File: src/gated_timer_params.svh
`ifndef GATED_TIMER_PARAMS_SVH
`define GATED_TIMER_PARAMS_SVH

// byte addresses of the word-aligned registers
`define OFS_COUNT_LOW        5'h00
`define OFS_COUNT_HIGH       5'h04
`define OFS_COUNTER_CONTROL  5'h08
`define OFS_GATE_CONTROL     5'h0C
`define OFS_IRQ_ENABLE       5'h10
`define OFS_IRQ_STATUS       5'h14

// counter_control_reg fields
`define CTL_ON_BIT           0
`define CTL_ASYNC_BIT        2
`define CTL_SOSC_EN_BIT      3
`define CTL_PRESC_LSB        4
`define CTL_CS_LSB           6
`define CTL_WR_MASK          8'hFD

// gate_control_reg fields
`define GCTL_VALUE_BIT       2
`define GCTL_POL_BIT         6
`define GCTL_EN_BIT          7
`define GCTL_WR_MASK         8'hC0

// interrupt enable and status layout
`define IRQ_OVF_BIT          0
`define IRQ_GATE_BIT         7
`define IRQ_EN_WR_MASK       8'hFB
`define IRQ_STAT_MASK        8'h81

// clock_select codes
`define CS_INSTR             2'b00
`define CS_SYSCLK            2'b01
`define CS_EXTERNAL          2'b10
`define CS_LFOSC             2'b11

// reset values and the count overflow value
`define RST_BYTE             8'h00
`define RST_COUNT            16'h0000
`define COUNT_ALL_ONES       16'hFFFF

// last divider count; four system clocks per instruction cycle
`define INSTR_DIV_LAST       2'h3

// pin positions inside the synchroniser vector
`define PIN_GATE             0
`define PIN_EXT              1
`define PIN_SOSC             2
`define PIN_LFOSC            3
`define PIN_COUNT            4

`endif

File: src/gated_timer_pkg.sv
package gated_timer_pkg;

  typedef logic [7:0]  byte_t;
  typedef logic [15:0] count_t;
  typedef logic [4:0]  addr_t;

endpackage : gated_timer_pkg

File: src/gated_timer.sv
// Design decisions made here: the Avalon-MM slave port and the register addresses.
`timescale 1ns/100ps
`include "gated_timer_params.svh"

module gated_timer
  import gated_timer_pkg::*;
#(
  parameter int PRESC_W = 3
) (
  input  wire logic        clock,
  input  wire logic        rstn,
  input  wire logic [4:0]  address,
  input  wire logic        read,
  input  wire logic        write,
  input  wire logic [31:0] writedata,
  input  wire logic [3:0]  byteenable,
  output logic      [31:0] readdata,
  output logic             waitrequest,
  input  wire logic        gate_pin,
  input  wire logic        ext_count_input,
  input  wire logic        secondary_osc_in,
  input  wire logic        low_freq_internal_osc,
  output logic             irq
);

  // pin synchronisers: s1 feeds only s2
  // all stages reset low like the idle pins, so no false edge follows reset
  logic [`PIN_COUNT-1:0] s1_q, s2_q, s3_q, filt_q;
  logic [`PIN_COUNT-1:0] s1_d, filt_d, pin_rise, pin_fall;

  // bus slave
  logic        waitrequest_q, waitrequest_d;
  logic [31:0] readdata_q, readdata_d;
  logic        wr_acc;
  byte_t       wbyte;

  // registers
  count_t      count_q, count_d;
  byte_t       ctrl_q, ctrl_d;
  byte_t       gctl_q, gctl_d;
  byte_t       irq_en_q, irq_en_d;
  byte_t       irq_stat_q, irq_stat_d;
  logic        irq_q, irq_d;

  // counting engine
  logic [1:0]         div_q, div_d;
  logic [PRESC_W-1:0] presc_q, presc_d, presc_last;
  logic               armed_q, armed_d;
  logic               ext_pend_q, ext_pend_d;
  logic               gate_act_q, gate_act_d;
  logic               disarm;

  logic       instr_tick, src_tick, count_en, gate_ok;
  logic       ext_rise, ext_fall, ext_tick, inc;
  logic       on_bit, async_bit, sosc_bit, gate_en, gate_pol;
  logic [1:0] clk_sel, presc_sel;
  logic       wr_low, wr_high, wr_ctrl, count_write, ovf_event, gate_event;

  assign readdata    = readdata_q;
  assign waitrequest = waitrequest_q;
  assign irq         = irq_q;

  assign on_bit    = ctrl_q[`CTL_ON_BIT];
  assign async_bit = ctrl_q[`CTL_ASYNC_BIT];
  assign sosc_bit  = ctrl_q[`CTL_SOSC_EN_BIT];
  assign presc_sel = ctrl_q[`CTL_PRESC_LSB +: 2];
  assign clk_sel   = ctrl_q[`CTL_CS_LSB +: 2];
  assign gate_en   = gctl_q[`GCTL_EN_BIT];
  assign gate_pol  = gctl_q[`GCTL_POL_BIT];

  // ---------------- synchronisers ----------------
  always_comb begin
    s1_d = '0;
    s1_d[`PIN_GATE]  = gate_pin;
    s1_d[`PIN_EXT]   = ext_count_input;
    s1_d[`PIN_SOSC]  = secondary_osc_in;
    s1_d[`PIN_LFOSC] = low_freq_internal_osc;
    for (int i = 0; i < `PIN_COUNT; i++) begin
      // a level is believed only once stages two and three agree
      filt_d[i] = (s2_q[i] == s3_q[i]) ? s3_q[i] : filt_q[i];
    end
    pin_rise = filt_d & ~filt_q;
    pin_fall = ~filt_d & filt_q;
  end

  always_ff @(posedge clock or negedge rstn) begin
    if (!rstn) begin
      s1_q   <= '0;
      s2_q   <= '0;
      s3_q   <= '0;
      filt_q <= '0;
    end else begin
      s1_q   <= s1_d;
      s2_q   <= s1_q;
      s3_q   <= s2_q;
      filt_q <= filt_d;
    end
  end

  // ---------------- bus slave ----------------
  // one wait cycle: request seen, then waitrequest low for one cycle
  // the wait state costs a cycle per access but lets both outputs leave flops
  always_comb begin
    waitrequest_d = 1'b1;
    readdata_d    = readdata_q;
    if ((read || write) && waitrequest_q) begin
      waitrequest_d = 1'b0;
      // a write leaves the last read data standing
      if (read) begin
        readdata_d = '0;
        unique case (address)
          `OFS_COUNT_LOW:       readdata_d[7:0] = count_q[7:0];
          `OFS_COUNT_HIGH:      readdata_d[7:0] = count_q[15:8];
          `OFS_COUNTER_CONTROL: readdata_d[7:0] = ctrl_q;
          `OFS_GATE_CONTROL: begin
            readdata_d[7:0] = gctl_q;
            readdata_d[`GCTL_VALUE_BIT] = gate_ok;
          end
          `OFS_IRQ_ENABLE:      readdata_d[7:0] = irq_en_q;
          `OFS_IRQ_STATUS:      readdata_d[7:0] = irq_stat_q;
          default:              readdata_d = '0;
        endcase
      end
    end
  end

  assign wr_acc  = write && !waitrequest_q && byteenable[0];
  assign wbyte   = writedata[7:0];
  assign wr_low  = wr_acc && (address == `OFS_COUNT_LOW);
  assign wr_high = wr_acc && (address == `OFS_COUNT_HIGH);
  assign wr_ctrl = wr_acc && (address == `OFS_COUNTER_CONTROL);
  assign count_write = wr_low || wr_high;

  always_ff @(posedge clock or negedge rstn) begin
    if (!rstn) begin
      waitrequest_q <= 1'b1;
      readdata_q    <= '0;
    end else begin
      waitrequest_q <= waitrequest_d;
      readdata_q    <= readdata_d;
    end
  end

  // ---------------- counting engine ----------------
  // limitation: even the asynchronous count input passes the pin filter, so
  // each level must last two clocks or the edge is lost
  assign gate_ok  = (filt_q[`PIN_GATE] == gate_pol);
  assign count_en = on_bit && (!gate_en || gate_ok);
  assign instr_tick = (div_q == `INSTR_DIV_LAST);
  // secondary oscillator enable picks which pin feeds select 10
  assign ext_rise = sosc_bit ? pin_rise[`PIN_SOSC] : pin_rise[`PIN_EXT];
  assign ext_fall = sosc_bit ? pin_fall[`PIN_SOSC] : pin_fall[`PIN_EXT];
  // a stopped counter or a count write forgets every edge seen so far
  assign disarm   = !on_bit || count_write;

  always_comb begin
    div_d      = div_q + 2'h1;
    armed_d    = armed_q;
    ext_pend_d = ext_pend_q;
    ext_tick   = 1'b0;
    // no counting until a falling edge follows enable, write or disable
    if (disarm) begin
      armed_d    = 1'b0;
      ext_pend_d = 1'b0;
    end else if (ext_fall) begin
      armed_d = 1'b1;
    end else if (ext_rise && armed_q) begin
      if (async_bit) begin
        ext_tick = 1'b1;
      end else begin
        ext_pend_d = 1'b1;
      end
    end
    // synced mode releases the edge on the instruction boundary
    if (!async_bit && ext_pend_q && instr_tick && on_bit && !count_write) begin
      ext_tick   = 1'b1;
      // an edge caught in this same cycle stays pending for the next boundary
      if (!(ext_rise && armed_q)) begin
        ext_pend_d = 1'b0;
      end
    end

    unique case (clk_sel)
      `CS_INSTR:    src_tick = instr_tick;
      `CS_SYSCLK:   src_tick = 1'b1;
      `CS_EXTERNAL: src_tick = ext_tick;
      `CS_LFOSC:    src_tick = pin_rise[`PIN_LFOSC];
    endcase
  end

  // prescaler divides by 1, 2, 4 or 8
  // cleared only by count or control writes, so the first period after the
  // gate reopens in mid-run may come out short
  assign presc_last = PRESC_W'((1 << presc_sel) - 1);

  always_comb begin
    presc_d = presc_q;
    inc     = 1'b0;
    if (count_write || wr_ctrl) begin
      presc_d = '0;
    end else if (count_en && src_tick) begin
      if (presc_q >= presc_last) begin
        presc_d = '0;
        inc     = 1'b1;
      end else begin
        presc_d = presc_q + PRESC_W'(1);
      end
    end
  end

  always_comb begin
    count_d   = count_q;
    ovf_event = 1'b0;
    // a software write wins over a tick landing in the same cycle
    // the bytes are not latched together: read high, low, high to catch a carry
    if (count_write) begin
      if (wr_low)  count_d[7:0]  = wbyte;
      if (wr_high) count_d[15:8] = wbyte;
    end else if (inc) begin
      count_d   = count_q + 16'h0001;
      ovf_event = (count_q == `COUNT_ALL_ONES);
    end
  end

  always_ff @(posedge clock or negedge rstn) begin
    if (!rstn) begin
      div_q      <= '0;
      presc_q    <= '0;
      armed_q    <= 1'b0;
      ext_pend_q <= 1'b0;
      count_q    <= `RST_COUNT;
    end else begin
      div_q      <= div_d;
      presc_q    <= presc_d;
      armed_q    <= armed_d;
      ext_pend_q <= ext_pend_d;
      count_q    <= count_d;
    end
  end

  // ---------------- control, enables, status ----------------
  always_comb begin
    ctrl_d     = ctrl_q;
    gctl_d     = gctl_q;
    irq_en_d   = irq_en_q;
    irq_stat_d = irq_stat_q;
    // only a window that was open counts, so a gate shut at enable is no event
    gate_act_d = count_en && gate_en;
    // acquisition ends when an enabled gate window closes
    gate_event = gate_act_q && on_bit && gate_en && !gate_ok;
    if (wr_ctrl) begin
      ctrl_d = wbyte & `CTL_WR_MASK;
    end
    if (wr_acc && address == `OFS_GATE_CONTROL) begin
      gctl_d = wbyte & `GCTL_WR_MASK;
    end
    if (wr_acc && address == `OFS_IRQ_ENABLE) begin
      irq_en_d = wbyte & `IRQ_EN_WR_MASK;
    end
    if (wr_acc && address == `OFS_IRQ_STATUS) begin
      irq_stat_d = irq_stat_q & ~(wbyte & `IRQ_STAT_MASK);
    end
    // set beats a same-cycle write-one-to-clear
    if (ovf_event)  irq_stat_d[`IRQ_OVF_BIT]  = 1'b1;
    if (gate_event) irq_stat_d[`IRQ_GATE_BIT] = 1'b1;
    // one clock of lag buys an irq straight off a flop
    irq_d = |(irq_stat_q & irq_en_q & `IRQ_STAT_MASK);
  end

  always_ff @(posedge clock or negedge rstn) begin
    if (!rstn) begin
      ctrl_q     <= `RST_BYTE;
      gctl_q     <= `RST_BYTE;
      irq_en_q   <= `RST_BYTE;
      irq_stat_q <= `RST_BYTE;
      gate_act_q <= 1'b0;
      irq_q      <= 1'b0;
    end else begin
      ctrl_q     <= ctrl_d;
      gctl_q     <= gctl_d;
      irq_en_q   <= irq_en_d;
      irq_stat_q <= irq_stat_d;
      gate_act_q <= gate_act_d;
      irq_q      <= irq_d;
    end
  end

endmodule : gated_timer

File: config.mk
export PLATFORM = sky130hd
export DESIGN_NAME = gated_timer
export DESIGN_NICKNAME = d
export VERILOG_FILES = /design/src/gated_timer_pkg.sv /design/src/gated_timer.sv
export VERILOG_INCLUDE_DIRS = /design/src
export SDC_FILE = /design/constraint.sdc
export NUM_CORES = 1
export LEC_CHECK = 0
export BUFFER_PORTS_ARGS = -buffer_cell sky130_fd_sc_hd__clkbuf_2
export CAP_MARGIN = 10
export CORE_MARGIN = 5
export CORE_UTILIZATION = 59
export CTS_CLUSTER_DIAMETER = 120
export DETAILED_ROUTE_END_ITERATION = 6
export GPL_TIMING_DRIVEN = 0
export PLACE_DENSITY = 0.83
export SLEW_MARGIN = 10
export SYNTH_ARGS = -nofsm -noshare
export SYNTH_HDL_FRONTEND = slang
export SYNTH_SLANG_ARGS = --single-unit
File: constraint.sdc
create_clock -name clock -period 6.61 [get_ports clock]
set_input_delay 1.322 -clock clock [delete_from_list [all_inputs] [get_ports clock]]
set_output_delay 1.322 -clock clock [all_outputs]
set_load 0.1 [all_outputs]
==> run metrics <==
CP Class=input port to flip-flop; Seq/Total Area, Yosys=0.457; I/O Pins=83; number of port buffers=29; Final TNS setup=0 ps; Layout Skew=13.8 ps; ranking of synthesized cells by area=dfrtp_1, buf_4, mux2_2; Root Buffer=clkbuf_8; RSZ-0062 raised after global routing=false; Peak VDD IR=0.000172 V; cts hold-fix bufs=0; startpoint type of the worst setup path=input port; H-tree levels=3; Avg Inst Size Synth=10.2 µm²; pin count of the biggest net entering global routing=41; PD cells=253 nW/µm²; synth warn=0; Resize count post-CTS=0; ANT nets after route=0; Via density=6.28; Tmin final=3010 ps; Pre-Repair DR Iteration Count=5; Core Box Area=6240 µm²; Hold Path Depth=0; first-pass GRT wire length=15.6 mm; Lkg Pwr=1.97 nW; type of the worst min-delay path=flip-flop to flip-flop; final setup vio count=0; Worst Path Required=6840 ps; R2R Path Start=ctrl_q[4]; Total Wirelength=9.80 mm; total grt overflow=0; Synth Instances=364; max_slew headroom=0.398; gpl congestion=1.02; Clk pin slew, worst setup/hold paths=80 ps; #FFs+latches synth=68; vias in the first global route=2978; mapped cell area=3720 µm²; max frequency=0.332 GHz; drt wl/cell=19.2 µm; Netlist cell types=67; Core Rows=29; Iteration-0 DRC Markers=293; CTS sink count=68; Worst-Skew Late Latency=350 ps; worst slew pin tran=896 ps; Clock Path Buffers=2; layout overhead on the synthesized area=15.2%; reg-to-reg critical path endpoint=count_q[1]; Die Height=89.4 µm; Setup Buffers After CTS=0; nets=483; CTS Buf Count=9; post-synth top area share=0.450; diodes inserted=0; GRT Total Usage=0.262; R2R setup slack=4050 ps; Yosys top cell by area=dfrtp_1; CTS tree=done; hold path startpoint=s1_q[0]; initial antenna violation count=0; fin util=0.687; post-route cell area=4290 µm²; R2R depth=8; fillcell total=506; share of layout cells above drive strength 1=0.254; outcome=finished clean; Hold EP=s2_q[0]; max-slew violations=0; Post-synth EDFFs=0; fraction of registers with async set/reset=1.00; ys flop type=dfrtp_1; Tcrit/Tclk final=0.456; Initial Util=0.597; Die X=89.4 µm; CP arrival=3240 ps; Via Count=3203; DP Area=4070 µm²; DPL Wire Length=7.29 mm; max_cap viols=0; critical-path maximum fanout=9; Critical Path End Type=flip-flop; Fin. Hold Viols=0; final routed DRC violation total=0; die area=8000 µm²
sequential cells by signal, summed over array words and instances (netlist names), 2 cells and up, named ones only:
name	cells
count_q	16
readdata	8
ctrl_q	7
irq_en_q	7
s1_q	4
s2_q	4
s3_q	4
filt_q	3
presc_q	3
div_q	2
gctl_q	2
irq_stat_q	2
where the power goes:
part / total (mW) / internal [mW] / switching, mW / leakage (nW)
Combinational: 0.211 / 0.0656 / 0.145 / 0.983
Sequential: 0.492 / 0.450 / 0.0418 / 0.884
Clock: 0.383 / 0.213 / 0.169 / 0.103
Total: 1.09 / 0.729 / 0.357 / 1.97
synthesized netlist by cell type, types with 6 or more instances:
cell type and number:
nand3_1 12, o32a_1 9, clkbuf_1 7, a31oi_1 10, nor2_1 29, dfrtp_1 67, nand2_1 29, nor4_1 7
o21ai_0 22, and3_1 8, mux2_2 18, buf_4 27, nand4_1 7, ha_1 6, a21oi_1 13, inv_1 8
worst max-delay path, cell delays in order:
cell and delay, ps:
clkbuf_2 150, nor4_1 590, nor3b_4 590, a21o_1 240
mux2_1 340
cells in the final DEF, fill, tap and decap left out, drive strengths merged, types with 3 or more instances in the layout:
cell	n
a21oi	16
a222oi	3
a22o	4
a22oi	4
a311oi	3
a31oi	10
and2	5
and3	8
buf	34
clkbuf	46
conb	24
dfrtp	67
ha	6
inv	9
maj3	4
mux2	19
mux2i	5
nand2	29
nand3	12
nand4	7
nor2	29
nor2b	3
nor3	5
nor4	9
o21ai	22
o32a	9
cell type report:
cell class	count	area [µm²]	share of cell area
Sequential cell	68	1700	0.397
Buffer	40	256	0.0598
Clock buffer	10	128	0.0297
Multi-Input combinational cell	271	1820	0.424
Tap cell	77	96.3	0.0225
Timing Repair Buffer	30	168	0.0391
Clock inverter	6	88.8	0.0207
Inverter	8	30.0	0.00700
routing by layer:
| layer | share of wire | routed length, µm | GRT usage | vias up |
|---|---|---|---|---|
| li1 | - | - | - | 1448 |
| met1 | 0.41 | 4030 | 0.361 | 1538 |
| met2 | 0.46 | 4550 | 0.413 | 185 |
| met3 | 0.094 | 923 | 0.0433 | 32 |
| met4 | 0.030 | 297 | 0.106 | 0 |
| met5 | 0 | 0 | 0 | - |
worst max path at each step:
stage | from | to | slack [ps]
floorplan | address[2] | count_q[1] | 3680
global placement | address[4] | count_q[1] | 3320
detailed placement | address[4] | count_q[1] | 3280
CTS | address[4] | count_q[1] | 3640
global route | address[4] | count_q[1] | 3450
finish | address[4] | count_q[1] | 3600
cell families (layout without fill, tap and decap cells):
kind of cell	after synthesis	in the layout	synth area share
xor+xnor	1	1	0.00235
compound gates	90	90	0.177
buf+inv	48	94	0.0770
mux	25	25	0.0769
flops	68	68	0.457
other cells	1	24	0.00101
fa+ha+maj	10	10	0.0309
simple gates	121	121	0.177
per-stage QoR:
stage / std cells / hold slack [ps] / total power, mW / setup WS (ps)
after floorplan: 387 / 331 / 0.650 / 3680
after CTS: 510 / 358 / 1.09 / 3640
after global routing: 510 / 375 / 1.13 / 3450
after global placement: 493 / 332 / 0.699 / 3320
final: 510 / 358 / 1.09 / 3600
after detailed placement: 494 / 339 / 0.707 / 3280
(Power assumes the default switching activity.)
